[config.mk]
export PLATFORM = sky130hd
export DESIGN_NAME = cpst_exec_unit
export DESIGN_NICKNAME = d
export VERILOG_FILES = /design/src/hw/cpst_pkg.sv /design/src/hw/cpst_exec_unit.sv
export SDC_FILE = /design/constraint.sdc
export NUM_CORES = 1
export LEC_CHECK = 0
export BUFFER_PORTS_ARGS = -buffer_cell sky130_fd_sc_hd__clkbuf_2
export CORE_AREA = 2 2 98 100
export CTS_BUF_LIST = sky130_fd_sc_hd__clkbuf_16
export CTS_CLUSTER_DIAMETER = 50
export CTS_CLUSTER_SIZE = 30
export DETAILED_ROUTE_END_ITERATION = 10
export DIE_AREA = 0 0 100 102
export GPL_ROUTABILITY_DRIVEN = 0
export PLACE_DENSITY = 0.75
export SLEW_MARGIN = 30
export SYNTH_ARGS = -nofsm -noshare
export SYNTH_HDL_FRONTEND = slang
export SYNTH_SLANG_ARGS = --single-unit
export TNS_END_PERCENT = 10
[constraint.sdc]
create_clock -name core_clk -period 2.4 [get_ports core_clk]
set_clock_uncertainty 0.15 [all_clocks]
set_input_delay 0.24 -clock core_clk [delete_from_list [all_inputs] [get_ports core_clk]]
set_output_delay 0.24 -clock core_clk [all_outputs]
set_load 0.05 [all_outputs]
[src/hw/cpst_pkg.sv]
// Shared constants, opcodes and carriers for the pointer/stop/sub/test execution unit
package cpst_pkg;

  // Wishbone geometry
  localparam int ADR_W = 12;
  localparam int DAT_W = 32;

  // Register indices; byte address is four times the index
  localparam logic [7:0] IDX_DST = 8'h00;
  localparam logic [7:0] IDX_SRC = 8'h01;
  localparam logic [7:0] IDX_CMD = 8'h02;
  localparam logic [7:0] IDX_RESULT = 8'h03;
  localparam logic [7:0] IDX_FLAGS = 8'h04;
  localparam logic [7:0] IDX_STATUS = 8'h05;
  localparam logic [7:0] IDX_PTR_FIRST = 8'hd6;
  localparam logic [7:0] IDX_PTR_SECOND = 8'hd7;

  // Flag register bit positions
  localparam int FLAG_C = 7;
  localparam int FLAG_Z = 6;
  localparam int FLAG_S = 5;
  localparam int FLAG_V = 4;
  localparam int FLAG_D = 3;
  localparam int FLAG_H = 2;

  // Pointer field positions
  localparam int PTR_BIT3 = 3;

  // Reset values
  localparam logic [7:0] FLAGS_RST = 8'h00;
  localparam logic [7:0] PTR_RST = 8'h00;
  localparam logic [7:0] DATA_RST = 8'h00;

  // Pointer select codes in operand bits 1:0
  localparam logic [1:0] SEL_BOTH = 2'h0;
  localparam logic [1:0] SEL_SECOND = 2'h1;
  localparam logic [1:0] SEL_FIRST = 2'h2;

  // Commands written to the command register
  typedef enum logic [2:0] {
    OP_NOP = 3'h0,
    OP_SET_POINTERS = 3'h1,
    OP_HALT = 3'h2,
    OP_SUB = 3'h3,
    OP_SWAP = 3'h4,
    OP_TCM = 3'h5,
    OP_TM = 3'h6
  } cpst_op_e;

  // Datapath answer for one command
  typedef struct packed {
    logic [7:0] result;
    logic [7:0] flags;
    logic writeDst;
  } cpst_alu_s;

endpackage

[src/hw/cpst_exec_unit.sv]
// Execution unit for pointer set, halt, subtract, nibble swap and mask tests
`timescale 1ns/1ns
`default_nettype none

// Summary of operation
// - Operand bits 1:0 choose pointers to update
// - Single pointer: load its bits 7:3
// - Both: load 7:4, first.3=0, second.3=1
// - Pointers sit at indices d6 and d7
// - Pointer set and halt keep flags
// - Halt enters stopped state
// - Stopped state retains all registers
// - Only reset or external interrupt wakes
// - Subtract writes destination minus source
// - Subtract sets carry, zero, sign flags
// - Subtract overflow from operand and result signs
// - Subtract forces decimal flag, sets half-borrow flag
// - Swap exchanges nibbles, sets zero, sign
// - Complement test: not dst and mask
// - Complement test: sign bit7, overflow cleared
// - Plain test: dst and mask, zero
// - Plain test: sign bit7, overflow cleared
module cpst_exec_unit (
  // Clock and reset
  input wire logic core_clk,
  input wire logic reset,
  // Wishbone slave
  input wire logic wb_cyc_i,
  input wire logic wb_stb_i,
  input wire logic wb_we_i,
  input wire logic [cpst_pkg::ADR_W-1:0] wb_adr_i,
  input wire logic [3:0] wb_sel_i,
  input wire logic [cpst_pkg::DAT_W-1:0] wb_dat_i,
  output logic [cpst_pkg::DAT_W-1:0] wb_dat_o,
  output logic wb_ack_o,
  // External wake interrupt pin, asynchronous
  input wire logic extWakeIrq,
  // Stopped state indicator
  output logic cpuStopped
);

  ////////////////////////////////////////////////////////////////////////////
  // Declarations

  logic [7:0] dstReg; // Destination operand
  logic [7:0] srcReg; // Source operand or mask
  logic [7:0] resultReg; // Last datapath result
  logic [7:0] flagsReg; // Flag register
  logic [7:0] ptrFirst; // First working bank pointer
  logic [7:0] ptrSecond; // Second working bank pointer
  logic [2:0] lastOp; // Last command executed
  logic wakeMeta; // Synchroniser stage one
  logic wakeSync; // Synchroniser stage two
  logic [7:0] regIdx; // Word index of access
  logic busWrite; // Write taken this edge
  logic execNow; // Command executes this edge
  cpst_pkg::cpst_op_e opCode; // Decoded command
  cpst_pkg::cpst_alu_s aluOut; // Datapath answer
  logic [8:0] subSum; // Full add of complement
  logic [4:0] nibSum; // Low nibble add
  logic [7:0] maskRes; // Test result
  logic [7:0] readData; // Read mux

  ////////////////////////////////////////////////////////////////////////////
  // Bus decode

  // Word index from byte address
  assign regIdx = wb_adr_i[9:2];
  // Write lands on the edge that sees ack high
  assign busWrite = wb_cyc_i && wb_stb_i && wb_we_i && wb_ack_o && wb_sel_i[0];
  // Command write starts work unless stopped
  assign execNow = busWrite && (regIdx == cpst_pkg::IDX_CMD) && !cpuStopped;
  // Command code from write data
  assign opCode = cpst_pkg::cpst_op_e'(wb_dat_i[2:0]);

  // Ack one cycle after request, dropped after one cycle
  always_ff @(posedge core_clk) begin
    if (reset) begin
      wb_ack_o <= 1'b0;
    end else begin
      wb_ack_o <= wb_cyc_i && wb_stb_i && !wb_ack_o;
    end
  end

  // Read mux, unmapped reads as zero
  always_comb begin
    readData = 8'h00;
    unique case (regIdx)
      cpst_pkg::IDX_DST: readData = dstReg;
      cpst_pkg::IDX_SRC: readData = srcReg;
      cpst_pkg::IDX_CMD: readData = {5'h00, lastOp};
      cpst_pkg::IDX_RESULT: readData = resultReg;
      cpst_pkg::IDX_FLAGS: readData = flagsReg;
      cpst_pkg::IDX_STATUS: readData = {7'h00, cpuStopped};
      cpst_pkg::IDX_PTR_FIRST: readData = ptrFirst;
      cpst_pkg::IDX_PTR_SECOND: readData = ptrSecond;
      default: readData = 8'h00;
    endcase
  end

  // Read data registered with the ack
  always_ff @(posedge core_clk) begin
    if (reset) begin
      wb_dat_o <= '0;
    end else if (wb_cyc_i && wb_stb_i && !wb_ack_o) begin
      wb_dat_o <= {24'h000000, readData};
    end
  end

  ////////////////////////////////////////////////////////////////////////////
  // Datapath

  // Flag results per command
  always_comb begin
    subSum = {1'b0, dstReg} + {1'b0, ~srcReg} + 9'h001;
    nibSum = {1'b0, dstReg[3:0]} + {1'b0, ~srcReg[3:0]} + 5'h01;
    maskRes = dstReg & srcReg;
    aluOut.result = dstReg;
    aluOut.flags = flagsReg;
    aluOut.writeDst = 1'b0;
    unique case (opCode)
      // Subtract by adding the complement
      cpst_pkg::OP_SUB: begin
        aluOut.result = subSum[7:0];
        aluOut.writeDst = 1'b1;
        aluOut.flags[cpst_pkg::FLAG_C] = srcReg > dstReg;
        aluOut.flags[cpst_pkg::FLAG_Z] = subSum[7:0] == 8'h00;
        aluOut.flags[cpst_pkg::FLAG_S] = subSum[7];
        aluOut.flags[cpst_pkg::FLAG_V] = (dstReg[7] != srcReg[7])
          && (subSum[7] == srcReg[7]);
        aluOut.flags[cpst_pkg::FLAG_D] = 1'b1;
        aluOut.flags[cpst_pkg::FLAG_H] = !nibSum[4];
      end
      // Nibble exchange, carry and overflow left as they were
      cpst_pkg::OP_SWAP: begin
        aluOut.result = {dstReg[3:0], dstReg[7:4]};
        aluOut.writeDst = 1'b1;
        aluOut.flags[cpst_pkg::FLAG_Z] = dstReg == 8'h00;
        aluOut.flags[cpst_pkg::FLAG_S] = dstReg[3];
      end
      // Complement test, operands untouched
      cpst_pkg::OP_TCM: begin
        aluOut.result = ~dstReg & srcReg;
        aluOut.flags[cpst_pkg::FLAG_Z] = (~dstReg & srcReg) == 8'h00;
        aluOut.flags[cpst_pkg::FLAG_S] = ~dstReg[7] & srcReg[7];
        aluOut.flags[cpst_pkg::FLAG_V] = 1'b0;
      end
      // Plain test, operands untouched
      cpst_pkg::OP_TM: begin
        aluOut.result = maskRes;
        aluOut.flags[cpst_pkg::FLAG_Z] = maskRes == 8'h00;
        aluOut.flags[cpst_pkg::FLAG_S] = maskRes[7];
        aluOut.flags[cpst_pkg::FLAG_V] = 1'b0;
      end
      // Pointer set and halt leave flags as they are
      cpst_pkg::OP_SET_POINTERS, cpst_pkg::OP_HALT, cpst_pkg::OP_NOP: begin
        aluOut.flags = flagsReg;
      end
      // Code 7 is not a command
      default: begin
        aluOut.flags = flagsReg;
      end
    endcase
  end

  ////////////////////////////////////////////////////////////////////////////
  // Operand and result registers

  // Destination: bus write or datapath write-back, frozen while stopped
  always_ff @(posedge core_clk) begin
    if (reset) begin
      dstReg <= cpst_pkg::DATA_RST;
    end else if (execNow && aluOut.writeDst) begin
      dstReg <= aluOut.result;
    end else if (busWrite && regIdx == cpst_pkg::IDX_DST && !cpuStopped) begin
      dstReg <= wb_dat_i[7:0];
    end
  end

  // Source operand, never written by the datapath
  always_ff @(posedge core_clk) begin
    if (reset) begin
      srcReg <= cpst_pkg::DATA_RST;
    end else if (busWrite && regIdx == cpst_pkg::IDX_SRC && !cpuStopped) begin
      srcReg <= wb_dat_i[7:0];
    end
  end

  // Result and last command capture
  always_ff @(posedge core_clk) begin
    if (reset) begin
      resultReg <= cpst_pkg::DATA_RST;
      lastOp <= 3'h0;
    end else if (execNow) begin
      resultReg <= aluOut.result;
      lastOp <= wb_dat_i[2:0];
    end
  end

  // Flags: datapath wins over a direct write
  always_ff @(posedge core_clk) begin
    if (reset) begin
      flagsReg <= cpst_pkg::FLAGS_RST;
    end else if (execNow) begin
      flagsReg <= aluOut.flags;
    end else if (busWrite && regIdx == cpst_pkg::IDX_FLAGS && !cpuStopped) begin
      flagsReg <= wb_dat_i[7:0];
    end
  end

  ////////////////////////////////////////////////////////////////////////////
  // Working bank pointers

  // First pointer update by command or bus
  always_ff @(posedge core_clk) begin
    if (reset) begin
      ptrFirst <= cpst_pkg::PTR_RST;
    end else if (execNow && opCode == cpst_pkg::OP_SET_POINTERS) begin
      if (srcReg[1:0] == cpst_pkg::SEL_FIRST) begin
        ptrFirst[7:3] <= srcReg[7:3];
      end else if (srcReg[1:0] == cpst_pkg::SEL_BOTH) begin
        ptrFirst[7:4] <= srcReg[7:4];
        ptrFirst[cpst_pkg::PTR_BIT3] <= 1'b0;
      end
    end else if (busWrite && regIdx == cpst_pkg::IDX_PTR_FIRST && !cpuStopped) begin
      ptrFirst <= wb_dat_i[7:0];
    end
  end

  // Second pointer update by command or bus
  always_ff @(posedge core_clk) begin
    if (reset) begin
      ptrSecond <= cpst_pkg::PTR_RST;
    end else if (execNow && opCode == cpst_pkg::OP_SET_POINTERS) begin
      if (srcReg[1:0] == cpst_pkg::SEL_SECOND) begin
        ptrSecond[7:3] <= srcReg[7:3];
      end else if (srcReg[1:0] == cpst_pkg::SEL_BOTH) begin
        ptrSecond[7:4] <= srcReg[7:4];
        ptrSecond[cpst_pkg::PTR_BIT3] <= 1'b1;
      end
    end else if (busWrite && regIdx == cpst_pkg::IDX_PTR_SECOND && !cpuStopped) begin
      ptrSecond <= wb_dat_i[7:0];
    end
  end

  ////////////////////////////////////////////////////////////////////////////
  // Stopped state

  // Wake pin synchroniser
  always_ff @(posedge core_clk) begin
    if (reset) begin
      wakeMeta <= 1'b0;
      wakeSync <= 1'b0;
    end else begin
      wakeMeta <= extWakeIrq;
      wakeSync <= wakeMeta;
    end
  end

  // Halt enters, reset or interrupt leaves
  always_ff @(posedge core_clk) begin
    if (reset) begin
      cpuStopped <= 1'b0;
    end else if (cpuStopped && wakeSync) begin
      cpuStopped <= 1'b0;
    end else if (execNow && opCode == cpst_pkg::OP_HALT) begin
      cpuStopped <= 1'b1;
    end
  end
endmodule

`default_nettype wire

==> impl_metrics.env, run 1 <==
export IMPL_status="completed"
export IMPL_insertion_delay_ps=330
export IMPL_rsz0062_at_grt="yes"
export IMPL_finalHoldViolCount=0
export IMPL_root_buffer="clkbuf_16"
export IMPL_via_count=4682
export IMPL_power_density_nw_per_um2=521
export IMPL_start_util=0.487
export IMPL_core_sq_um=9110
export IMPL_worstPathRequired_ps=2510
export IMPL_clock_sinks=63
export IMPL_vdd_drop_max_mv=0.489
export IMPL_rows=35
export IMPL_finalWirelength_um=14200
export IMPL_tightest_slew_ps=632
export IMPL_period_minus_slack_ps=2350
export IMPL_drtPass1Iterations=6
export IMPL_overflow=0
export IMPL_place_ws_ps=-34.5
export IMPL_reg2reg_from="dstReg[1]"
export IMPL_cts_buffers_inserted=9
export IMPL_n_fill_cell=794
export IMPL_final_period_utilization=0.978
export IMPL_fin_ws_ps=53.6
export IMPL_drc=0
export IMPL_io_buffers=32
export IMPL_endpoint_kind="flop"
export IMPL_layout_common_cells="69 x nand2_1, 59 x buf_4, 58 x dfxtp_1"
export IMPL_grt_pass1_vias=4336
export IMPL_hold_path_end="srcReg[7]"
export IMPL_areaGrowthSynthToFinish_pct=20.1
export IMPL_tns_ps=0
export IMPL_slew_headroom=0.578
export IMPL_report_final_slew_viol_count=0
export IMPL_async_flop_share=0
export IMPL_yosysWarningCount=0
export IMPL_ys_ff_latch=63
export IMPL_synth_edff_count=0
export IMPL_antenna_found_initial=0
export IMPL_grt_max_degree=26
export IMPL_reg2reg_depth=8
export IMPL_r2r_end="flagsReg[6]"
export IMPL_critical_path_class="reg -> reg"
export IMPL_clkTransAtPathRegs_ps=60
export IMPL_hp_class="in -> reg"
export IMPL_seq_area_frac_synth=0.284
export IMPL_postRouteAntennaNets=0
export IMPL_synth_cell_types=66
export IMPL_setup_violations=0
export IMPL_diodes=0
export IMPL_p_leak_nw=2.16
export IMPL_routedWlPerCell_um=19.1
export IMPL_die_h_um=102
export IMPL_holdPathStages=3
export IMPL_dp_hpwl_um=10600
export IMPL_cp_max_fo=4
export IMPL_drive_above_1_share=0.230
export IMPL_cts_tree="done"
export IMPL_postSynthCellCount=560
export IMPL_cp_arrival_ps=2460
export IMPL_drt_vias_per_instance=6.28
export IMPL_grt_pass1_wl_um=22400
export IMPL_clockBufferDepth=2
export IMPL_clock_fmax_mhz=426
export IMPL_final_nets=708
export IMPL_syn_area_sq_um=4440
export IMPL_htree_num_levels=3
export IMPL_crit_path_start_kind="flop"
export IMPL_pin_count=88
export IMPL_synth_flop_cell="dfxtp_1"
export IMPL_die_w_um=100
export IMPL_reg2reg_slack_ps=50
export IMPL_dieArea_sq_um=10200
export IMPL_drt_initial_drc_count=712
export IMPL_maxCapViolCount=0
export IMPL_min_from="wb_dat_i[7]"
export IMPL_final_common_cell="nand2_1"
export IMPL_syn_mean_instance_area_sq_um=7.93
export IMPL_grtUsageTotal=0.282
==> metal layers <==
metal	wire length (um)	vias to the layer above	GRT usage
li1	-	2121	-
met1	5600	2160	0.365
met2	6370	333	0.442
met3	1630	68	0.0725
met4	639	0	0.136
met5	0	-	0
==> cell type report <==
cell class                      count  area (sq um)  area share
Timing Repair Buffer               92           613       0.115
Tap cell                          111           139      0.0261
Clock buffer                        9           225      0.0422
Multi-Input combinational cell    444          2920       0.547
Inverter                           19          71.3      0.0134
Sequential cell                    63          1270       0.238
Clock inverter                      7           100      0.0188
==> registers in the layout, indices dropped and copies added, names as in the netlist <==
name,count
wb_ack_o,1
resultReg,8
lastOp,3
ptrSecond,8
wakeMeta,1
wakeSync,1
cpuStopped,1
srcReg,8
ptrFirst,8
wb_dat_o,8
dstReg,8
flagsReg,8
==> how the worst max path moves through the flow <==
stage / from / to / slack [ps] / cells past startpoint
final: dstReg[1] / flagsReg[6] / 50 / 8
after detailed placement: dstReg[0] / resultReg[6] / -30 / 9
after floorplan: dstReg[2] / flagsReg[6] / 60 / 9
after global routing: dstReg[3] / flagsReg[6] / -30 / 8
after CTS: dstReg[1] / dstReg[3] / 3 / 8
after global placement: dstReg[0] / resultReg[6] / 50 / 9
==> synth_stat cells, drive strengths merged (3+ instances only) <==
cell type / count / area [sq um]
nand3b: 6 / 45.0
o21ai: 20 / 100
xor2: 4 / 35.0
a22oi: 12 / 90.1
a32oi: 3 / 26.3
nand3: 16 / 90.1
nor3: 12 / 85.1
nor2: 51 / 191
inv: 19 / 71.3
a21oi: 49 / 245
and4: 3 / 26.3
o21a: 3 / 22.5
mux2: 6 / 67.6
a22o: 7 / 61.3
nand2: 70 / 265
or3: 4 / 25.0
nor2b: 9 / 56.3
mux2i: 25 / 250
nand2b: 7 / 43.8
and2: 3 / 18.8
o211ai: 7 / 52.6
o311ai: 3 / 26.3
clkbuf: 11 / 41.3
ha: 24 / 300
nor4: 8 / 56.3
and3: 6 / 42.5
buf: 46 / 310
a222oi: 5 / 50.1
dfxtp: 63 / 1260
a31oi: 8 / 50.1
nand4: 4 / 25.0
a211oi: 19 / 148
==> worst max-delay path, stage by stage, from the launching register on <==
cell and delay, ps:
dfxtp_2 380, inv_1 100, ha_1 340, nand3b_1 100
nand2_1 110, a311oi_2 320, xnor2_1 140, or4b_1 490
o21ai_1 160
==> cell families (layout without fill, tap and decap cells) <==
| group | count (synthesis) | after routing | share of synthesized area |
|---|---|---|---|
| and+or+nand+nor | 209 | 209 | 0.238 |
| DFF | 63 | 63 | 0.284 |
| muxes | 31 | 31 | 0.0716 |
| buffers and inverters | 76 | 127 | 0.0953 |
| other | 1 | 24 | 0.000845 |
| AOI/OAI and AO/OA | 149 | 149 | 0.226 |
| xor gates and xnor gates | 6 | 6 | 0.0118 |
| adders and majority gates | 25 | 25 | 0.0722 |
==> report_power, final <==
group,switching [mW],total (mW),leakage (nW),internal (mW)
Sequential,0.00102,1.05,0.510,1.05
Clock,0.526,1.45,0.161,0.922
Combinational,0.216,0.281,1.48,0.0652
==> through the flow <==
step / utilization / hold slack, ps / std cells / instance area, sq um / power [mW]
6_report: 0.585 / 90.9 / 745 / 5330 / 2.78
3_5_place_dp: 0.540 / 293 / 728 / 4920 / 1.34
5_1_grt: 0.585 / 134 / 745 / 5330 / 2.83
2_1_floorplan: - / 218 / 583 / 4530 / 1.30
3_3_place_gp: 0.540 / 266 / 728 / 4920 / 1.34
4_1_cts: 0.577 / 79.9 / 745 / 5260 / 2.77
==> repair_timing <==
item                                    4_1_cts  5_1_grt
endpoints found under the setup margin        1       12
endpoints found under the hold margin         1        0
hold buffers                                  1        0
resized for setup                             1       15
pin swaps                                     0        4
buffers inserted                              0        0
Note: power is estimated with default switching activity, not from simulation.
==> inputs of run 2 (changes only) <==
Settings changed: BUFFER_PORTS_ARGS -buffer_cell sky130_fd_sc_hd__clkbuf_2 to -buffer_cell sky130_fd_sc_hd__buf_2.
==> run 2 against run 1 <==
  * Global-route usage decreased by 0.33 points
  * Hold slack got worse by 29 ps
  * Sequential share of layout area decreased by 0.075 points
  * Setup slack got worse by 17 ps
  * Core utilization increased by 0.069 points
  * Fmax decreased by 0.70%
  * Combinational power about the same
  * Register-to-register slack got worse by 20 ps
  * Cell area increased by 0.12%
  * Sequential cell count unchanged
  * Routed wire length increased by 1.5%
  * Critical endpoint is now dstReg[6]
  * Largest cell class unchanged
  * Largest power group unchanged
  * Highest routed layer unchanged
==> impl_metrics.env, run 2 (synthesized netlist as in run 1, its figures left out) <==
export IMPL_pin_count=88
export IMPL_postRouteAntennaNets=0
export IMPL_routedWlPerCell_um=19.5
export IMPL_p_leak_nw=2.15
export IMPL_clockBufferDepth=2
export IMPL_vdd_drop_max_mv=0.468
export IMPL_drtPass1Iterations=8
export IMPL_drc=0
export IMPL_combPwrFrac=0.104
export IMPL_cp_cell_sequence="inv_2 > ha_2 > inv_1 > fa_2 > a21o_4 > a221oi_4 > xor2_2 > o21a_1 > a211oi_1"
export IMPL_crit_path_start_kind="flop"
export IMPL_dieArea_sq_um=10200
export IMPL_cp_max_fo=2
export IMPL_worstPathRequired_ps=2490
export IMPL_cp_arrival_ps=2460
export IMPL_clock_fmax_mhz=423
export IMPL_power_net_switching_mw=0.750
export IMPL_hp_class="in -> reg"
export IMPL_areaGrowthSynthToFinish_pct=20.2
export IMPL_report_final_slew_viol_count=0
export IMPL_drt_initial_drc_count=601
export IMPL_start_util=0.487
export IMPL_p_total_mw=2.68
export IMPL_fin_util=0.586
export IMPL_diodes=0
export IMPL_grt_pass1_wl_um=22000
export IMPL_status="completed"
export IMPL_placed_cell_area_sq_um=4870
export IMPL_maxCapViolCount=0
export IMPL_root_buffer="clkbuf_16"
export IMPL_finalWirelength_um=14400
export IMPL_power_density_nw_per_um2=502
export IMPL_die_w_um=100
export IMPL_final_common_cell="nand2_1"
export IMPL_p_seq_frac=0.391
export IMPL_rows=35
export IMPL_final_period_utilization=0.985
export IMPL_antenna_found_initial=0
export IMPL_critPathMaxStageDelay_ps=400
export IMPL_critical_path_class="reg -> reg"
export IMPL_overflow=0
export IMPL_core_sq_um=9110
export IMPL_final_nets=705
export IMPL_swShare=0.280
export IMPL_final_area_sq_um=5340
export IMPL_insertion_delay_ps=340
export IMPL_regArea_sq_um=1260
export IMPL_clock_power_share=0.505
export IMPL_tightest_slew_ps=685
export IMPL_htree_num_levels=3
export IMPL_reg2reg_slack_ps=40
export IMPL_die_h_um=102
export IMPL_slew_headroom=0.543
export IMPL_cts_tree="done"
export IMPL_cp_slowest_cell="fa_2"
export IMPL_layout_common_cells="68 x nand2_1, 60 x dfxtp_1, 56 x buf_4"
export IMPL_n_fill_cell=822
export IMPL_clkTransAtPathRegs_ps=60
export IMPL_drt_vias_per_instance=6.31
export IMPL_setup_violations=0
export IMPL_grt_max_degree=39
export IMPL_dp_hpwl_um=10500
export IMPL_finalHoldViolCount=0
export IMPL_via_count=4683
export IMPL_internal_power_mw=1.93
export IMPL_grt_pass1_vias=4214
export IMPL_period_minus_slack_ps=2360
export IMPL_grtUsageTotal=0.279
export IMPL_cts_buffers_inserted=9
export IMPL_drive_above_1_share=0.235
export IMPL_clock_sinks=63
export IMPL_io_buffers=32
export IMPL_endpoint_kind="flop"
export IMPL_multi_input_area_sq_um=2970
export IMPL_rsz0062_at_grt="yes"
-- run 2: layer usage --
metal,global-route usage,wire (um)
met1,0.354,5450
met2,0.431,6430
met3,0.0746,1710
met4,0.159,863
met5,0,0
-- run 2: stage by stage --
step	instances	setup TNS, ps	hold WS (ps)	worst slack (ps)
floorplan	583	0	218	60.6
global placement	722	0	268	50.4
detailed placement	722	-70.6	276	-35.8
CTS	739	0	62.7	18.7
global route	742	-201	72.8	-86.3
finish	742	0	62.3	37.0
-- run 2: worst paths after layout --
check                           depth (start not counted)        end        start
worst max-delay path                                    9  dstReg[6]    dstReg[0]
worst min-delay path                                    3  dstReg[3]  wb_dat_i[3]
worst max register to register                          9  dstReg[6]    dstReg[0]
worst min register to register                          1   wakeSync     wakeMeta
-- run 2: what timing repair did --
action,CTS,global route
buffers inserted,0,3
resized for setup,1,22
hold buffers,1,0
setup endpoints to repair,3,9
hold endpoints to repair,1,0
pin swaps,1,8
-- run 2: power groups by stage --
stage,Sequential [mW],Clock [mW],Combinational (mW)
after floorplan,1.07,0,0.227
after global placement,1.07,0,0.264
after detailed placement,1.07,0,0.267
after CTS,1.05,1.36,0.270
after global routing,1.05,1.40,0.293
final,1.05,1.35,0.279
-- run 2: area by class of cell --
cell class	count	share of cell area
multi-input cells	444	0.556
flip-flops and latches	63	0.237
repair buffers	89	0.111
clock buffers	9	0.0422
well taps	111	0.0260
clock inverters	7	0.0150
inverters	19	0.0134
-- run 2: critical path, delay by kind of cell, from the launching register on --
kind | cells | cell delay, ps
AOI/OAI and AO/OA | 4 | 960
adders and majority gates | 2 | 580
DFF | 1 | 320
xor gates and xnor gates | 1 | 130
buffers and inverters | 2 | 120
